`src/rdmaq_pkg.sv`:
```
/*
  Constants, field layout and types of the receive DMA queue control block.
  Assumes a 32-bit register port on the 10 MHz system clock.
*/
package rdmaq_pkg;

  // ----------------------------------------------------------------
  // Register map
  // ----------------------------------------------------------------
  localparam int          ADDR_W     = 12;
  localparam int          DATA_W     = 32;
  localparam logic [11:0] OFS_CTRL   = 12'h280;
  localparam logic [11:0] OFS_PROVISION_FLAG   = 12'h284;
  localparam logic [11:0] OFS_TBL_LO = 12'h288;
  localparam logic [11:0] OFS_TBL_HI = 12'h28c;
  localparam logic [3:0]  BE_NONE_N  = 4'hf;

  // ----------------------------------------------------------------
  // Control register fields
  // ----------------------------------------------------------------
  localparam int           CTL_W          = 13;
  localparam int           CTL_EN_BIT     = 0;
  localparam int           CTL_LARGE_REF_CACHE_EN_BIT = 1;
  localparam int           CTL_SMALL_REF_CACHE_EN_BIT = 2;
  localparam int           CTL_RAW_LSB    = 3;
  localparam int           CTL_RDY_LSB    = 5;
  localparam int           CTL_LF_LSB     = 8;
  localparam int           CTL_SF_LSB     = 10;
  localparam logic [12:0]  CTL_RESET      = 13'h001e;

  // ----------------------------------------------------------------
  // Indirect provisioning register fields
  // ----------------------------------------------------------------
  localparam int PRV_CHANNEL_SELECT_LSB = 0;
  localparam int PRV_RSV_LSB  = 8;
  localparam int PRV_FLAG_BIT = 10;
  localparam int PRV_DIR_BIT  = 14;
  localparam int PRV_BUSY_BIT = 15;

  // ----------------------------------------------------------------
  // Table base and descriptor address
  // ----------------------------------------------------------------
  localparam int TBL_HALF_W = 16;
  localparam int DESC_OFS_W = 15;
  localparam int TBL_ALIGN  = 4;

  // ----------------------------------------------------------------
  // Threshold counts and fetch groups
  // ----------------------------------------------------------------
  localparam int          CNT_W        = 6;
  localparam logic [5:0]  RDY_CNT_0    = 6'h01;
  localparam logic [5:0]  RDY_CNT_1    = 6'h04;
  localparam logic [5:0]  RDY_CNT_2    = 6'h06;
  localparam logic [5:0]  RDY_CNT_3    = 6'h08;
  localparam logic [5:0]  RDY_CNT_4    = 6'h10;
  localparam logic [5:0]  RDY_CNT_5    = 6'h20;
  localparam logic [5:0]  FREE_CNT_0   = 6'h01;
  localparam logic [5:0]  FREE_CNT_1   = 6'h04;
  localparam logic [5:0]  FREE_CNT_2   = 6'h08;
  localparam logic [5:0]  RSVD_CNT     = 6'h01;
  localparam logic [2:0]  FETCH_GROUP  = 3'h6;
  localparam logic [2:0]  FETCH_SINGLE = 3'h1;

  typedef enum logic [1:0] {
    RDMAQ_IDLE  = 2'b00,
    RDMAQ_FLUSH = 2'b01,
    RDMAQ_QUERY = 2'b10,
    RDMAQ_PROVISION_FLAG  = 2'b11
  } rdmaq_state_t;

endpackage

```
`src/rdmaq_thresh.sv`:
```
/*
  Event counter with a deferred limit: fires a one-cycle pulse after
  the active count of events, then adopts the newest programmed limit.
  Assumes inc is a one-cycle event pulse on the system clock.
*/
`timescale 1ns/100ps
module rdmaq_thresh
  import rdmaq_pkg::*;
#(
  parameter logic [5:0] RST_LIMIT = 6'h01
) (
  input  wire logic             clk,
  input  wire logic             rst_n,
  input  wire logic             inc,
  input  wire logic [CNT_W-1:0] live_limit,
  output logic                  fire
);

  logic [CNT_W-1:0] count_q;
  logic [CNT_W-1:0] limit_q;
  logic             fire_q;
  logic [CNT_W-1:0] cnt_inc;
  logic             hit;

  // ----------------------------------------------------------------
  // Counting
  // ----------------------------------------------------------------
  assign cnt_inc = count_q + 6'h01;
  assign hit     = inc && (cnt_inc == limit_q);
  assign fire    = fire_q;

  // Limit only reloads when the count is reached, so a rewrite mid-count is deferred
  always_ff @(posedge clk or negedge rst_n) begin
    if (!rst_n) begin
      count_q <= 6'h00;
      limit_q <= RST_LIMIT;
      fire_q  <= 1'b0;
    end else begin
      fire_q <= hit;
      if (hit) begin
        count_q <= 6'h00;
        limit_q <= live_limit;
      end else if (inc) begin
        count_q <= cnt_inc;
      end
    end
  end
endmodule

```
`src/rdmaq_top.sv`:
```
/*
  Receive DMA queue control: control register, indirect channel
  provisioning, descriptor table base and threshold event generation.
  Assumes single-cycle register strobes on the system clock and pulse
  events from the surrounding DMA datapath.
*/
`timescale 1ns/100ps
module rdmaq_top
  import rdmaq_pkg::*;
(
  input  wire logic                  clk,
  input  wire logic                  rst_n,
  input  wire logic [ADDR_W-1:0]     reg_addr,
  input  wire logic                  reg_wr,
  input  wire logic                  reg_rd,
  input  wire logic [3:0]            byte_enable_n,
  input  wire logic [DATA_W-1:0]     reg_wdata,
  output logic [DATA_W-1:0]          reg_rdata,
  output logic                       rx_dma_enable,
  output logic [2:0]                 large_fetch_max,
  output logic [2:0]                 small_fetch_max,
  input  wire logic                  raw_buf_filled,
  output logic                       raw_chain_ready,
  input  wire logic                  rdy_ref_pushed,
  output logic                       ready_queue_irq,
  input  wire logic                  large_free_block_read,
  output logic                       large_free_queue_irq,
  input  wire logic                  small_free_block_read,
  output logic                       small_free_queue_irq,
  output logic                       unprov_req,
  output logic [7:0]                 unprov_channel_select,
  input  wire logic                  unprov_done,
  input  wire logic [DESC_OFS_W-1:0] desc_offset,
  output logic [DATA_W-1:0]          descriptor_table_base,
  output logic [DATA_W-1:0]          desc_addr
);

  // ----------------------------------------------------------------
  // Register decode
  // ----------------------------------------------------------------
  logic                  acc_ok;
  logic                  wr_hit;
  logic                  ctrl_we;
  logic                  provision_flag_we;
  logic                  lo_we;
  logic                  hi_we;

  // Byte lanes are not honoured; only the all-off case blocks access
  assign acc_ok  = (byte_enable_n != BE_NONE_N);
  assign wr_hit  = reg_wr && acc_ok;
  assign ctrl_we = wr_hit && (reg_addr == OFS_CTRL);
  assign provision_flag_we = wr_hit && (reg_addr == OFS_PROVISION_FLAG);
  assign lo_we   = wr_hit && (reg_addr == OFS_TBL_LO);
  assign hi_we   = wr_hit && (reg_addr == OFS_TBL_HI);

  // ----------------------------------------------------------------
  // Control register
  // ----------------------------------------------------------------
  logic [CTL_W-1:0] ctrl_q;
  logic [1:0]       raw_limit;
  logic [2:0]       rdy_code;
  logic [1:0]       lf_code;
  logic [1:0]       sf_code;

  always_ff @(posedge clk or negedge rst_n) begin
    if (!rst_n) begin
      ctrl_q <= CTL_RESET;
    end else if (ctrl_we) begin
      ctrl_q <= reg_wdata[CTL_W-1:0];
    end
  end

  assign raw_limit = ctrl_q[CTL_RAW_LSB +: 2];
  assign rdy_code  = ctrl_q[CTL_RDY_LSB +: 3];
  assign lf_code   = ctrl_q[CTL_LF_LSB +: 2];
  assign sf_code   = ctrl_q[CTL_SF_LSB +: 2];
  assign rx_dma_enable = ctrl_q[CTL_EN_BIT];

  // ----------------------------------------------------------------
  // Free queue fetch grouping
  // ----------------------------------------------------------------
  logic [2:0] large_fetch_q;
  logic [2:0] small_fetch_q;

  always_ff @(posedge clk or negedge rst_n) begin
    if (!rst_n) begin
      large_fetch_q <= FETCH_GROUP;
      small_fetch_q <= FETCH_GROUP;
    end else begin
      large_fetch_q <= ctrl_q[CTL_LARGE_REF_CACHE_EN_BIT] ? FETCH_GROUP
                                              : FETCH_SINGLE;
      small_fetch_q <= ctrl_q[CTL_SMALL_REF_CACHE_EN_BIT] ? FETCH_GROUP
                                              : FETCH_SINGLE;
    end
  end

  assign large_fetch_max = large_fetch_q;
  assign small_fetch_max = small_fetch_q;

  // ----------------------------------------------------------------
  // Raw data chaining
  // ----------------------------------------------------------------
  logic [1:0] raw_cnt_q;
  logic       raw_ready_q;
  logic       raw_step;
  logic       raw_wrap;

  // Raw buffers only count while the engine is writing to the host
  assign raw_step = raw_buf_filled && rx_dma_enable;
  assign raw_wrap = raw_step && (raw_cnt_q == raw_limit);

  always_ff @(posedge clk or negedge rst_n) begin
    if (!rst_n) begin
      raw_cnt_q   <= 2'h0;
      raw_ready_q <= 1'b0;
    end else begin
      raw_ready_q <= raw_wrap;
      if (raw_wrap) begin
        raw_cnt_q <= 2'h0;
      end else if (raw_step) begin
        raw_cnt_q <= raw_cnt_q + 2'h1;
      end
    end
  end

  assign raw_chain_ready = raw_ready_q;

  // ----------------------------------------------------------------
  // Threshold events
  // ----------------------------------------------------------------
  logic [CNT_W-1:0] rdy_live;
  logic [CNT_W-1:0] lf_live;
  logic [CNT_W-1:0] sf_live;

  // Reserved codes fall back to a count of one
  assign rdy_live = (rdy_code == 3'h0) ? RDY_CNT_0 :
                    (rdy_code == 3'h1) ? RDY_CNT_1 :
                    (rdy_code == 3'h2) ? RDY_CNT_2 :
                    (rdy_code == 3'h3) ? RDY_CNT_3 :
                    (rdy_code == 3'h4) ? RDY_CNT_4 :
                    (rdy_code == 3'h5) ? RDY_CNT_5 : RSVD_CNT;
  assign lf_live  = (lf_code == 2'h0) ? FREE_CNT_0 :
                    (lf_code == 2'h1) ? FREE_CNT_1 :
                    (lf_code == 2'h2) ? FREE_CNT_2 : RSVD_CNT;
  assign sf_live  = (sf_code == 2'h0) ? FREE_CNT_0 :
                    (sf_code == 2'h1) ? FREE_CNT_1 :
                    (sf_code == 2'h2) ? FREE_CNT_2 : RSVD_CNT;

  rdmaq_thresh #(.RST_LIMIT(RDY_CNT_0)) u_rdy_thresh (
    .clk        (clk),
    .rst_n      (rst_n),
    .inc        (rdy_ref_pushed),
    .live_limit (rdy_live),
    .fire       (ready_queue_irq)
  );

  rdmaq_thresh #(.RST_LIMIT(FREE_CNT_0)) u_lf_thresh (
    .clk        (clk),
    .rst_n      (rst_n),
    .inc        (large_free_block_read),
    .live_limit (lf_live),
    .fire       (large_free_queue_irq)
  );

  rdmaq_thresh #(.RST_LIMIT(FREE_CNT_0)) u_sf_thresh (
    .clk        (clk),
    .rst_n      (rst_n),
    .inc        (small_free_block_read),
    .live_limit (sf_live),
    .fire       (small_free_queue_irq)
  );

  // ----------------------------------------------------------------
  // Indirect channel provisioning
  // ----------------------------------------------------------------
  rdmaq_state_t st_q;
  rdmaq_state_t st_d;
  logic [7:0]   channel_select_q;
  logic [1:0]   prv_rsv_q;
  logic         flag_q;
  logic         dir_q;
  logic         busy;
  logic         provision_flag_trig;

  assign busy      = (st_q != RDMAQ_IDLE);
  // A trigger while busy is dropped; software polls busy first
  assign provision_flag_trig = provision_flag_we && !busy;

  always_comb begin
    st_d = st_q;
    unique case (st_q)
      RDMAQ_IDLE: begin
        if (provision_flag_trig) begin
          if (reg_wdata[PRV_DIR_BIT]) begin
            st_d = RDMAQ_QUERY;
          end else if (reg_wdata[PRV_FLAG_BIT]) begin
            st_d = RDMAQ_PROVISION_FLAG;
          end else begin
            st_d = RDMAQ_FLUSH;
          end
        end
      end
      RDMAQ_FLUSH: begin
        if (unprov_done) begin
          st_d = RDMAQ_IDLE;
        end
      end
      RDMAQ_QUERY: begin
        st_d = RDMAQ_IDLE;
      end
      RDMAQ_PROVISION_FLAG: begin
        st_d = RDMAQ_IDLE;
      end
    endcase
  end

  always_ff @(posedge clk or negedge rst_n) begin
    if (!rst_n) begin
      st_q <= RDMAQ_IDLE;
    end else begin
      st_q <= st_d;
    end
  end

  always_ff @(posedge clk or negedge rst_n) begin
    if (!rst_n) begin
      channel_select_q    <= 8'h00;
      prv_rsv_q <= 2'h0;
      flag_q    <= 1'b0;
      dir_q     <= 1'b0;
    end else if (provision_flag_trig) begin
      channel_select_q    <= reg_wdata[PRV_CHANNEL_SELECT_LSB +: 8];
      prv_rsv_q <= reg_wdata[PRV_RSV_LSB +: 2];
      flag_q    <= reg_wdata[PRV_FLAG_BIT];
      dir_q     <= reg_wdata[PRV_DIR_BIT];
    end else if (st_q == RDMAQ_QUERY) begin
      // Channels are never left unprovisioned, so a query reads high
      flag_q    <= 1'b1;
    end
  end

  // Flush request holds until the datapath reports the flush done
  assign unprov_req  = (st_q == RDMAQ_FLUSH);
  assign unprov_channel_select = channel_select_q;

  // ----------------------------------------------------------------
  // Descriptor table base
  // ----------------------------------------------------------------
  logic [TBL_HALF_W-1:0] tbl_hold_q;
  logic [DATA_W-1:0]     tbl_base_q;
  logic [DATA_W-1:0]     desc_addr_q;
  logic [27:0]           desc_sum;

  always_ff @(posedge clk or negedge rst_n) begin
    if (!rst_n) begin
      tbl_hold_q <= 16'h0000;
      tbl_base_q <= 32'h0000_0000;
    end else begin
      if (lo_we) begin
        tbl_hold_q <= reg_wdata[TBL_HALF_W-1:0];
      end
      if (hi_we) begin
        tbl_base_q <= {reg_wdata[TBL_HALF_W-1:0], tbl_hold_q};
      end
    end
  end

  // Base bits 3:0 are ignored so a misaligned write cannot skew lookups
  assign desc_sum = tbl_base_q[DATA_W-1:TBL_ALIGN]
                  + {13'h0000, desc_offset};

  always_ff @(posedge clk or negedge rst_n) begin
    if (!rst_n) begin
      desc_addr_q <= 32'h0000_0000;
    end else begin
      desc_addr_q <= {desc_sum, 4'h0};
    end
  end

  assign descriptor_table_base = tbl_base_q;
  assign desc_addr             = desc_addr_q;

  // ----------------------------------------------------------------
  // Read path
  // ----------------------------------------------------------------
  logic [DATA_W-1:0] rd_mux;
  logic [DATA_W-1:0] provision_flag_word;
  logic [DATA_W-1:0] rdata_q;

  assign provision_flag_word = {16'h0000, busy, dir_q, 3'h0, flag_q,
                      prv_rsv_q, channel_select_q};
  assign rd_mux = !acc_ok                  ? 32'h0000_0000 :
                  (reg_addr == OFS_CTRL)   ? {19'h00000, ctrl_q} :
                  (reg_addr == OFS_PROVISION_FLAG)   ? provision_flag_word :
                  (reg_addr == OFS_TBL_LO) ? {16'h0000, tbl_hold_q} :
                  (reg_addr == OFS_TBL_HI) ? {16'h0000,
                                              tbl_base_q[31:16]} :
                                             32'h0000_0000;

  always_ff @(posedge clk or negedge rst_n) begin
    if (!rst_n) begin
      rdata_q <= 32'h0000_0000;
    end else if (reg_rd) begin
      rdata_q <= rd_mux;
    end
  end

  assign reg_rdata = rdata_q;
endmodule

```
`config.mk`:
```
export PLATFORM = sky130hd
export DESIGN_NAME = rdmaq_top
export DESIGN_NICKNAME = d
export VERILOG_FILES = /design/src/rdmaq_pkg.sv /design/src/rdmaq_thresh.sv /design/src/rdmaq_top.sv
export SDC_FILE = /design/constraint.sdc
export NUM_CORES = 1
export LEC_CHECK = 0
export BUFFER_PORTS_ARGS = -buffer_cell sky130_fd_sc_hd__clkbuf_2
export CORE_MARGIN = 3
export CORE_UTILIZATION = 50
export DETAILED_ROUTE_END_ITERATION = 10
export PLACE_DENSITY_LB_ADDON = 0.08
export SLEW_MARGIN = 20
export SYNTH_ARGS = -nofsm -noshare
export SYNTH_HDL_FRONTEND = slang
export SYNTH_HIERARCHICAL = 1
export SYNTH_SLANG_ARGS = --single-unit
```
`constraint.sdc`:
```
create_clock -name clk -period 4.1 [get_ports clk]
set_input_delay 0.205 -clock clk [delete_from_list [all_inputs] [get_ports clk]]
set_output_delay 0.205 -clock clk [all_outputs]
set_load 0.02 [all_outputs]
```
Yosys cells after proc, flatten, opt, wreduce, memory -nomap -nowiden
Index checks and enable logic that the tools add are counted.

operators by class
  add/subtract/negate cells = 5
  reduce and logical (&&, ||, !) cells = 24
  muxes and demuxes = 34
  equality and inequality tests = 23

operator list
  cell                                                   count
  2-to-1 mux 16 bit                                      5
  2-to-1 mux 6 bit                                       12
  equality test 12 x 10 -> 1 bit, second input constant  4
  adder 28 x 15 -> 28 bit                                1
  2-to-1 mux 4 bit                                       6
  adder 6 x 1 -> 6 bit, second input constant            3
  equality test 6 bit                                    3
  2-to-1 mux 2 bit                                       6
  nonzero test 2 bit                                     6
  logical AND 1 bit                                      11
  equality test 2 bit, second input constant             4
  equality test 2 x 1 -> 1 bit, second input constant    3
  equality test 3 x 2 -> 1 bit, second input constant    2
  equality test 3 bit, second input constant             2
  zero test 2 bit                                        3
  2-to-1 mux 3 bit                                       2
  one-hot mux 2 bit (3 select lines)                     1
  inequality test 4 bit, second input constant           1
  equality test 3 x 1 -> 1 bit, second input constant    1
  zero test 3 bit                                        1
  adder 2 x 1 -> 2 bit, second input constant            1
  equality test 2 bit                                    1
  2-to-1 mux 1 bit                                       2
  inequality test 2 x 1 -> 1 bit, second input constant  1
  4 further kinds                                        4

word-level totals
  register bits after elaboration = 183
  input bits = 72
  logic and storage cells = 109
  output and inout bits = 116

Longest topological paths before layout
Gate-level depths: netlist of the first run.

  depth in word-level cells = 7
  mapped depth = 8
  mapped depth without buffers = 8

Cells and area by module
Netlist of the first run, hierarchy kept.

modules (own cells, without submodules)
  module        sequential area each (um^2)  area each (um^2)  cells an instance  times used
  rdmaq_top     3160.5                       5949.5            469                1
  rdmaq_thresh  326.6                        701.9             64                 3

Worst setup path before layout of the first run
OpenSTA, ideal clock, no wires.

  path type = register to register
  start = reg tbl_base_q[4], in the netlist descriptor_table_base[4]
  end = reg desc_addr_q[24], in the netlist desc_addr[24]
  setup time = 0.131 ns
  clock period less this slack = 2.398 ns
  arrival time = 2.268 ns
  data required time = 3.969 ns
  slack = 1.702 ns
  stages on the path, launching flop included = 9
  buffers on the path = 0
  cells stage by stage = dfrtp_1 -> ha_1 -> fa_1 -> a21o_1 -> a221oi_1 -> o41ai_1 -> a31o_2 -> nand4_1 -> xnor2_1

between the ends
  cells in the longest elaborated chain, start to end = 1

RTL lines
  element                   line              source
  start: declaration        rdmaq_top.sv:250  logic [DATA_W-1:0] tbl_base_q;
  start signal: assignment  rdmaq_top.sv:263  tbl_base_q <= {reg_wdata[TBL_HALF_W-1:0], tbl_hold_q};
  adder 28 x 15 -> 28 bit   rdmaq_top.sv:270  + {13'h0000, desc_offset};
  via desc_sum[20]          rdmaq_top.sv:252  logic [27:0] desc_sum;
  end signal: assignment    rdmaq_top.sv:276  desc_addr_q <= {desc_sum, 4'h0};
  end: declaration          rdmaq_top.sv:251  logic [DATA_W-1:0] desc_addr_q;

The timed path passes the listed nets, and every way through them passes these cells.
A chain may end at the register's enable or synchronous reset.

Worst setup path in the final report of the first run
  start = in desc_offset[0]
  end = reg desc_addr_q[24], in the netlist desc_addr[24]

between the ends
  cells in the longest elaborated chain, start to end = 1

RTL lines
  element                  line              source
  start: declaration       rdmaq_top.sv:33   input wire logic [DESC_OFS_W-1:0] desc_offset,
  adder 28 x 15 -> 28 bit  rdmaq_top.sv:270
  via desc_sum[20]         rdmaq_top.sv:252

The timed path passes the listed nets, and every way through them passes these cells.

==> results of run 1 <==
state kept, by name (all words and copies together) (netlist names), 6 cells and up:
name	cells
u_sf_thresh/count_q	6
u_rdy_thresh/limit_q	6
descriptor_table_base	32
u_lf_thresh/count_q	6
reg_rdata	16
ctrl_q	13
u_rdy_thresh/count_q	6
desc_addr	28
u_lf_thresh/limit_q	6
unprov_channel_select	8
u_sf_thresh/limit_q	6
tbl_hold_q	16
cell usage after synthesis, types with 10 or more instances:
| cell type | count | area share (%) |
|---|---|---|
| dfrtp_1 | 156 | 48 |
| mux2_2 | 75 | 10 |
| inv_1 | 50 | 2.3 |
| xnor2_1 | 41 | 4.5 |
| a21oi_1 | 29 | 1.8 |
| o22ai_1 | 28 | 2.2 |
| buf_4 | 22 | 2.1 |
| ha_1 | 22 | 3.4 |
| nor2_1 | 21 | 0.98 |
| nand3_1 | 18 | 1.1 |
| nand2_1 | 17 | 0.79 |
| o21ai_0 | 13 | 0.81 |
| xor2_1 | 13 | 1.4 |
| and3_1 | 12 | 0.93 |
| nand4_1 | 12 | 0.93 |
| mux4_2 | 11 | 3.1 |
| buf_2 | 10 | 0.62 |
| mux2_1 | 10 | 1.4 |
power groups by stage:
stage | logic (mW) | registers, mW | clock network, mW
after floorplan | 0.494 | 1.85 | 0
after global placement | 0.578 | 1.88 | 0
after detailed placement | 0.598 | 1.89 | 0
after CTS | 0.601 | 1.86 | 1.61
after global routing | 0.665 | 1.87 | 1.68
final | 0.593 | 1.86 | 1.59
per-layer routing:
metal	GRT usage, %	share of wire [%]
met5	0	0
met4	6.47	1.5
met3	6.39	6.3
met2	35.3	50
met1	26.4	42
cells by family (layout without fill, tap and decap cells):
family          count (synthesis)  after routing
buf+inv                        98            238
fa+ha+maj                      23             23
xor+xnor                       54             54
compound gates                 97             97
mux                           105            105
other cells                     1             26
simple gates                  118            118
flops                         165            165
how the worst max path moves through the flow:
stage / start / endpoint / slack (ps) / cells past startpoint
finish: desc_offset[0] / desc_addr[24]$_DFF_PN0_ / 1370 / 10
global route: descriptor_table_base[4]$_DFFE_PN0P_ / desc_addr[22]$_DFF_PN0_ / 1230 / 8
floorplan: descriptor_table_base[4]$_DFFE_PN0P_ / desc_addr[24]$_DFF_PN0_ / 1700 / 8
CTS: descriptor_table_base[4]$_DFFE_PN0P_ / desc_addr[24]$_DFF_PN0_ / 1430 / 8
detailed placement: descriptor_table_base[4]$_DFFE_PN0P_ / desc_addr[24]$_DFF_PN0_ / 1460 / 8
global placement: descriptor_table_base[4]$_DFFE_PN0P_ / desc_addr[30]$_DFF_PN0_ / 1490 / 8
cell type report:
type / instances / share of cell area, %
tap: 211 / 2.78
timing repair buffer: 156 / 8.46
clock buffer: 17 / 4.47
multi-input combinational: 423 / 37.1
clock inverter: 15 / 1.66
sequential: 165 / 43.5
inverter: 50 / 1.97
repair_timing:
action	CTS	global route
endpoints found under the setup margin	0	0
hold buffers	2	0
hold endpoints to repair	101	0
==> flow_summary.json, run 1 <==
{
  "cts_root_buf": "clkbuf_16",
  "synth_compound_area_share_pct": 8.11,
  "hold_viol_final": 0,
  "power.total_mw": 4.04,
  "synth_top_family_by_area": "multiplexers",
  "r2r_start": "descriptor_table_base[4]$_DFFE_PN0P_",
  "startpoint_type": "input port",
  "synth-simple-area-share_pct": 8.25,
  "avgSynthCellArea_um2": 12.2,
  "cp_max_fo": 6,
  "crit_required_ps": 4450,
  "crit_family": "compound AO/OA/AOI/OAI gates",
  "power.density_nw_per_um2": 425,
  "r2r_cells": 8,
  "clkTransAtPathRegs_ps": 70,
  "maxSlewHeadroom_pct": 34.6,
  "nFillCells": 1281,
  "synth-xor-area-share_pct": 5.87,
  "hold_depth": 2,
  "max_freq_ghz": 0.367,
  "grt_overflow": 0,
  "grt_max_degree": 109,
  "final_cell_mix": "dfrtp_1 (156), clkbuf_2 (150), mux2_2 (75)",
  "end_kind": "register",
  "place_congestion": 0.791,
  "initial_core_util_pct": 52.0,
  "tns_ps": 0,
  "multiInputGateArea_um2": 3530,
  "synthDistinctLibCells": 52,
  "post_cts_resized": 0,
  "layout.nets": 908,
  "maxCapViolCount": 0,
  "p_int_mw": 2.86,
  "period_share_pct": 66.5,
  "dieHeight_um": 133,
  "drcViolationCount": 0,
  "p_leak_nw": 4.76,
  "r2r_slack_ps": 1400,
  "antenna_found_initial": 0,
  "netlist_instances": 661,
  "grt_pass1_vias": 5692,
  "core_area_um2": 15500,
  "num_rows": 45,
  "dp.cells": 1003,
  "min_from": "reg_wdata[15]",
  "run_status": "complete, no violations",
  "die_x_um": 133,
  "rsz0062_at_grt": "false",
  "ys_ff_latch": 165,
  "postRouteAntennaNets": 0,
  "synth_edf_count": 0,
  "clock_path_buffers": 2,
  "worstPathArrival_ps": 3080,
  "dr_total_vias": 5527,
  "pwr-share-comb_pct": 14.7,
  "synthMuxAreaShare_pct": 16.6,
  "async_flop_share_pct": 100,
  "layoutNonFillerInstCount": 1037,
  "io_buffers": 151,
  "area_growth_pct": 18.0,
  "wl_um": 18100,
  "fin_worst_skew_ps": 14.4,
  "layout_commonest_cell": "dfrtp_1",
  "worstSkewPairLatency_ps": 430,
  "post-place-ws_ps": 1460,
  "wl_per_cell_um": 17.5,
  "seq_area_um2": 4140,
  "hold_path.class": "in -> reg",
  "htreeDepth": 4,
  "tightest_slew_ps": 981,
  "path_buf_inv": 2,
  "dieArea_um2": 17700,
  "ys_dominant_reg_cell": "dfrtp_1",
  "boundaryPins": 188,
  "grt_first_pass_wirelength_um": 29400,
  "hpwlAfterDp_um": 12900,
  "via_per_inst": 5.33,
  "timing.rr.end": "desc_addr[24]$_DFF_PN0_",
  "timing.final.ws_setup_ps": 1370,
  "switching_share_pct": 29.0,
  "p_seq_share_pct": 46.0,
  "synth-adder-area-share_pct": 3.67,
  "ys_seq_area_share_pct": 51.4,
  "cts_tree": "yes",
  "fin_area_um2": 9510,
  "switchingPower_mw": 1.17,
  "drt_pass1_iterations": 4,
  "ys_warn_count": 6,
  "pwr-share-clk_pct": 39.3,
  "slowest_stage": "dlygate4sd3_1",
  "grtUsageTotal_pct": 21.1,
  "path_cells": "dlygate4sd3_1, clkbuf_2, ha_1, fa_1, a21o_1, a221oi_1, o41ai_1, a31o_2, nand4_1, xnor2_1",
  "postCtsSetupBuffers": 0,
  "layout-drive-gt1-share_pct": 36.4,
  "irDropWorstVdd_mv": 0.291,
  "setup_viol_count_final": 0,
  "worst_path_largest_cell_delay_ps": 540,
  "maxSlewViolCount": 0,
  "critical_path_class": "in -> reg",
  "fin_crit_ps": 2730,
  "diodes": 0,
  "cts_buffers": 17,
  "whs_ps": 14.9,
  "postPlaceCellArea_um2": 8900,
  "synth_area_um2": 8060,
  "clkSinkCount": 165,
  "finish.utilization_pct": 61.4,
  "drt_iter0_markers": 209,
  "hold_end": "tbl_hold_q[15]$_DFFE_PN0P_"
}
Note: power is estimated with default switching activity, not from simulation.
==> inputs of run 2 (changes only) <==
--- a/config.mk
+++ b/config.mk
@@ -7,7 +7,7 @@
 export LEC_CHECK = 0
 export BUFFER_PORTS_ARGS = -buffer_cell sky130_fd_sc_hd__clkbuf_2
 export CORE_MARGIN = 3
-export CORE_UTILIZATION = 50
+export CORE_UTILIZATION = 49
 export DETAILED_ROUTE_END_ITERATION = 10
 export PLACE_DENSITY_LB_ADDON = 0.08
 export SLEW_MARGIN = 20
==> constraint.sdc (replaced) <==
create_clock -name clk -period 2.3 [get_ports clk]
set_input_delay 0.115 -clock clk [delete_from_list [all_inputs] [get_ports clk]]
set_output_delay 0.115 -clock clk [all_outputs]
set_load 0.02 [all_outputs]
==> flow_summary.json, run 2 (synthesis results as in run 1) <==
{
  "clkTransAtPathRegs_ps": 60,
  "top_layer": "met4",
  "via_per_inst": 5.24,
  "place_congestion": 0.893,
  "final_cell_mix": "dfrtp_1 (156), clkbuf_2 (150), mux2_2 (75)",
  "worstPathArrival_ps": 2530,
  "postCtsSetupBuffers": 0,
  "grt_first_pass_wirelength_um": 30700,
  "antenna_found_initial": 0,
  "drt-met1-wl_um": 8140,
  "worst_path_largest_cell_delay_ps": 380,
  "power.density_nw_per_um2": 760,
  "grtUsageTotal_pct": 21.8,
  "largest_reg_flops": 32,
  "cts_buffers": 17,
  "area_growth_pct": 24.4,
  "wl_per_cell_um": 17.6,
  "crit_required_ps": 2650,
  "hold_path.class": "in -> reg",
  "drt_iter0_markers": 293,
  "clock_path_buffers": 2,
  "wl_met3_um": 1030,
  "irDropWorstVdd_mv": 0.535,
  "hpwlAfterDp_um": 13900,
  "die_x_um": 134,
  "tns_ps": 0,
  "p_leak_nw": 5.01,
  "grt_max_degree": 72,
  "critical_path_class": "reg -> reg",
  "diodes": 0,
  "cp_max_fo": 6,
  "hold_viol_final": 0,
  "layout_commonest_cell": "dfrtp_1",
  "io_buffers": 151,
  "post-place-ws_ps": 35.9,
  "end_kind": "register",
  "grt_overflow": 0,
  "run_status": "complete, no violations",
  "nFillCells": 1315,
  "num_rows": 46,
  "drt_pass1_iterations": 4,
  "worstSkewPairLatency_ps": 430,
  "fin_crit_ps": 2180,
  "wl_met2_um": 9680,
  "maxSlewViolCount": 0,
  "maxCapViolCount": 0,
  "period_share_pct": 94.7,
  "postRouteAntennaNets": 0,
  "layout-drive-gt1-share_pct": 37.7,
  "path_cells": "ha_1, fa_2, a21o_1, a221oi_4, o41ai_2, a31o_2, nand4_1, xnor2_1",
  "htreeDepth": 4,
  "clkSinkCount": 165,
  "wl_um": 19100,
  "layout.nets": 951,
  "startpoint_type": "register",
  "drcViolationCount": 0,
  "setup_viol_count_final": 0,
  "grt_pass1_vias": 5918,
  "maxSlewHeadroom_pct": 54.8,
  "cts_tree": "yes",
  "core_area_um2": 16000,
  "tightest_slew_ps": 677,
  "dieHeight_um": 134,
  "cts_root_buf": "clkbuf_16",
  "fin_worst_skew_ps": 7.96,
  "max_freq_ghz": 0.459,
  "initial_core_util_pct": 50.3,
  "slowest_stage": "dfrtp_1",
  "boundaryPins": 188,
  "dieArea_um2": 18000,
  "dr_total_vias": 5689,
  "timing.final.ws_setup_ps": 121
}
run 2: changes by cell type in the layout (fill, tap and decap cells not counted), sizes merged:
cell,before,now
buf,4,28
inv,59,56
dlygate4sd3,2,21
clkinv,5,4
bufinv,1,5
run 2: layout make-up:
class	count	area, µm²	area share, %
clock buffer	17	425	4.25
clock inverter	15	238	2.37
inverter	50	188	1.87
multi-input combinational	423	3560	35.5
sequential	165	4140	41.3
tap	216	270	2.70
timing repair buffer	199	1200	12.0
run 2: path summary, 6_finish.rpt:
check	startpoint	endpoint	slack [ps]	cells past startpoint
worst max-delay path	descriptor_table_base[4]$_DFFE_PN0P_	desc_addr[24]$_DFF_PN0_	120	8
worst min-delay path	raw_buf_filled	raw_chain_ready$_DFF_PN0_	20	3
worst max register to register	descriptor_table_base[4]$_DFFE_PN0P_	desc_addr[24]$_DFF_PN0_	120	8
worst min register to register	ctrl_q[2]$_DFFE_PN1P_	small_fetch_max[1]$_DFF_PN1_	380	0
max in group asynchronous	rst_n	descriptor_table_base[5]$_DFFE_PN0P_	1290	3
min in group asynchronous	rst_n	u_lf_thresh/count_q[4]$_DFFE_PN0P_	280	2
run 2: worst max-delay path, delay by kind of cell, from the launching register on:
kind,cells,cell delay (ps)
compound gates,4,890
xor+xnor,1,120
fa+ha+maj,2,590
flops,1,380
simple gates,1,130
run 2: through the flow:
step                area [µm²]  utilization [%]  instances  hold WS [ps]  total power, mW
floorplan                 8160                -        686          -181             4.18
global placement          9120             57.0       1032           175             4.41
detailed placement        9120             57.0       1032           180             4.45
CTS                      10000             62.5       1085          2.56             7.68
global route             10000             62.6       1085          23.5             7.99
finish                   10000             62.6       1085          19.5             7.61
run 2: report_power, final:
part | internal, mW | leakage, nW | switching, mW | total (mW)
registers | 3.10 | 2.17 | 0.214 | 3.31
clock network | 1.96 | 0.324 | 1.23 | 3.18
logic | 0.506 | 2.52 | 0.614 | 1.12
total | 5.56 | 5.01 | 2.06 | 7.61
run 2: what timing repair did:
item                       CTS  global route
setup endpoints to repair    0             8
resized for setup            0             3
hold buffers                21             0
hold endpoints to repair   121             0
run 2: metal layers:
layer / global-route usage (%) / vias up
li1: - / 2673
met1: 27.3 / 2854
met2: 37.2 / 143
met3: 6.38 / 19
met4: 6.17 / 0
met5: 0 / -
==> inputs of run 3 (changes only) <==
--- a/config.mk
+++ b/config.mk
@@ -7,7 +7,7 @@
 export LEC_CHECK = 0
 export BUFFER_PORTS_ARGS = -buffer_cell sky130_fd_sc_hd__clkbuf_2
 export CORE_MARGIN = 3
-export CORE_UTILIZATION = 49
+export CORE_UTILIZATION = 45
 export DETAILED_ROUTE_END_ITERATION = 10
 export PLACE_DENSITY_LB_ADDON = 0.08
 export SLEW_MARGIN = 20
==> flow_summary.json, run 3 (synthesis results as in run 1) <==
{
  "run_status": "complete, no violations",
  "r2r_slack_ps": 80,
  "p_leak_nw": 5.01,
  "num_rows": 48,
  "dr_total_vias": 5715,
  "diodes": 0,
  "dp.cells": 1045,
  "cts_buffers": 17,
  "hold_end": "u_rdy_thresh/count_q[4]$_DFFE_PN0P_",
  "slowest_stage": "dfrtp_1",
  "path_cells": "ha_4, fa_2, a21o_1, a221oi_2, o41ai_2, a31o_2, nand4_1, xnor2_1",
  "dieHeight_um": 140,
  "grt_first_pass_wirelength_um": 31500,
  "maxCapViolCount": 0,
  "end_kind": "register",
  "initial_core_util_pct": 46.3,
  "clock_path_buffers": 2,
  "crit_required_ps": 2650,
  "drcViolationCount": 0,
  "largest_reg_flops": 32,
  "grtUsageTotal_pct": 20.6,
  "drt_iter0_markers": 273,
  "via_per_inst": 5.18,
  "timing.rr.end": "desc_addr[24]$_DFF_PN0_",
  "hold_path.class": "in -> reg",
  "drt_pass1_iterations": 4,
  "r2r_start": "descriptor_table_base[4]$_DFFE_PN0P_",
  "die_x_um": 140,
  "period_share_pct": 96.5,
  "hpwlAfterDp_um": 14300,
  "cts_tree": "yes",
  "startpoint_type": "register",
  "r2r_cells": 8,
  "fin_worst_skew_ps": 11.2,
  "layout.nets": 961,
  "worst_path_largest_cell_delay_ps": 410,
  "worstSkewPairLatency_ps": 430,
  "area_growth_pct": 24.6,
  "crit_family": "compound AO/OA/AOI/OAI gates",
  "maxSlewViolCount": 0,
  "htreeDepth": 4,
  "whs_ps": 38.9,
  "crit_start": "descriptor_table_base[4]$_DFFE_PN0P_",
  "min_from": "rdy_ref_pushed",
  "worstPathArrival_ps": 2570,
  "grt_overflow": 0,
  "tns_ps": 0,
  "clkSinkCount": 165,
  "critical_path_class": "reg -> reg",
  "dieArea_um2": 19500,
  "wl_um": 19600,
  "boundaryPins": 188,
  "antenna_found_initial": 0,
  "io_buffers": 151,
  "rsz0062_at_grt": "true",
  "postPlaceCellArea_um2": 9150,
  "fin_crit_ps": 2220,
  "layout_commonest_cell": "dfrtp_1",
  "hold_depth": 2,
  "irDropWorstVdd_mv": 0.533,
  "setup_viol_count_final": 0,
  "postRouteAntennaNets": 0,
  "clkTransAtPathRegs_ps": 70,
  "cts_root_buf": "clkbuf_16",
  "layoutNonFillerInstCount": 1104,
  "layout-drive-gt1-share_pct": 38.6,
  "fin_area_um2": 10000,
  "place_congestion": 0.872,
  "final_cell_mix": "dfrtp_1 (155), clkbuf_2 (150), mux2_2 (75)",
  "maxSlewHeadroom_pct": 54.9,
  "cp_max_fo": 6,
  "wl_per_cell_um": 17.8,
  "timing.final.ws_setup_ps": 80.4,
  "max_freq_ghz": 0.451,
  "path_buf_inv": 0,
  "post-place-ws_ps": -0.949,
  "core_area_um2": 17400,
  "hold_viol_final": 0,
  "grt_pass1_vias": 5845,
  "power.density_nw_per_um2": 728,
  "tightest_slew_ps": 677,
  "grt_max_degree": 70
}
-- run 3: cell types whose count changed in the layout (fill, tap and decap cells not counted), sizes merged --
cell,before,now
buf,28,36
bufinv,5,2
clkinvlp,0,4
dlygate4sd3,21,23
inv,56,55
-- run 3: power by group --
group          internal [mW]  switching (mW)  total [mW]
sequential              3.10           0.217        3.31
clock                   1.63            1.26        2.88
combinational          0.507           0.603        1.11
total                   5.23            2.08        7.31
-- run 3: per-layer routing --
| layer | GRT usage [%] | routed length, µm | up-vias |
|---|---|---|---|
| met1 | 26.4 | 8630 | 2854 |
| met2 | 34.5 | 9710 | 150 |
| met5 | 0 | 0 | - |
| li1 | - | - | 2691 |
| met4 | 6.07 | 275 | 0 |
| met3 | 5.33 | 1040 | 20 |
-- run 3: timing repair --
item / in CTS / in global routing
hold buffers: 23 / 0
hold endpoints to repair: 119 / 0
endpoints found under the setup margin: 5 / 9
pin swaps: 1 / 3
setup buffers: 0 / 4
resized for setup: 0 / 6
-- run 3: final cells by class --
| cell class | count | area, µm² |
|---|---|---|
| Clock buffer | 17 | 425 |
| Clock inverter | 15 | 171 |
| Fill cell | 1499 | 7380 |
| Inverter | 50 | 188 |
| Multi-Input combinational cell | 423 | 3560 |
| Sequential cell | 165 | 4140 |
| Tap cell | 225 | 282 |
| Timing Repair Buffer | 209 | 1270 |
-- run 3: worst max path at each step --
| stage | end | slack, ps | cells after the start |
|---|---|---|---|
| 2_1_floorplan | desc_addr[24]$_DFF_PN0_ | 10 | 8 |
| 3_3_place_gp | desc_addr[24]$_DFF_PN0_ | 40 | 8 |
| 3_5_place_dp | desc_addr[24]$_DFF_PN0_ | -0.9 | 8 |
| 4_1_cts | desc_addr[24]$_DFF_PN0_ | 10 | 8 |
| 5_1_grt | desc_addr[24]$_DFF_PN0_ | -20 | 8 |
| 6_report | desc_addr[24]$_DFF_PN0_ | 80 | 8 |
-- run 3: metrics by stage --
step                      utilization, %  total power, mW
after floorplan                        -             4.18
after global placement              52.5             4.41
after detailed placement            52.5             4.45
after CTS                           57.3             7.39
after global routing                57.6             7.66
final                               57.6             7.31
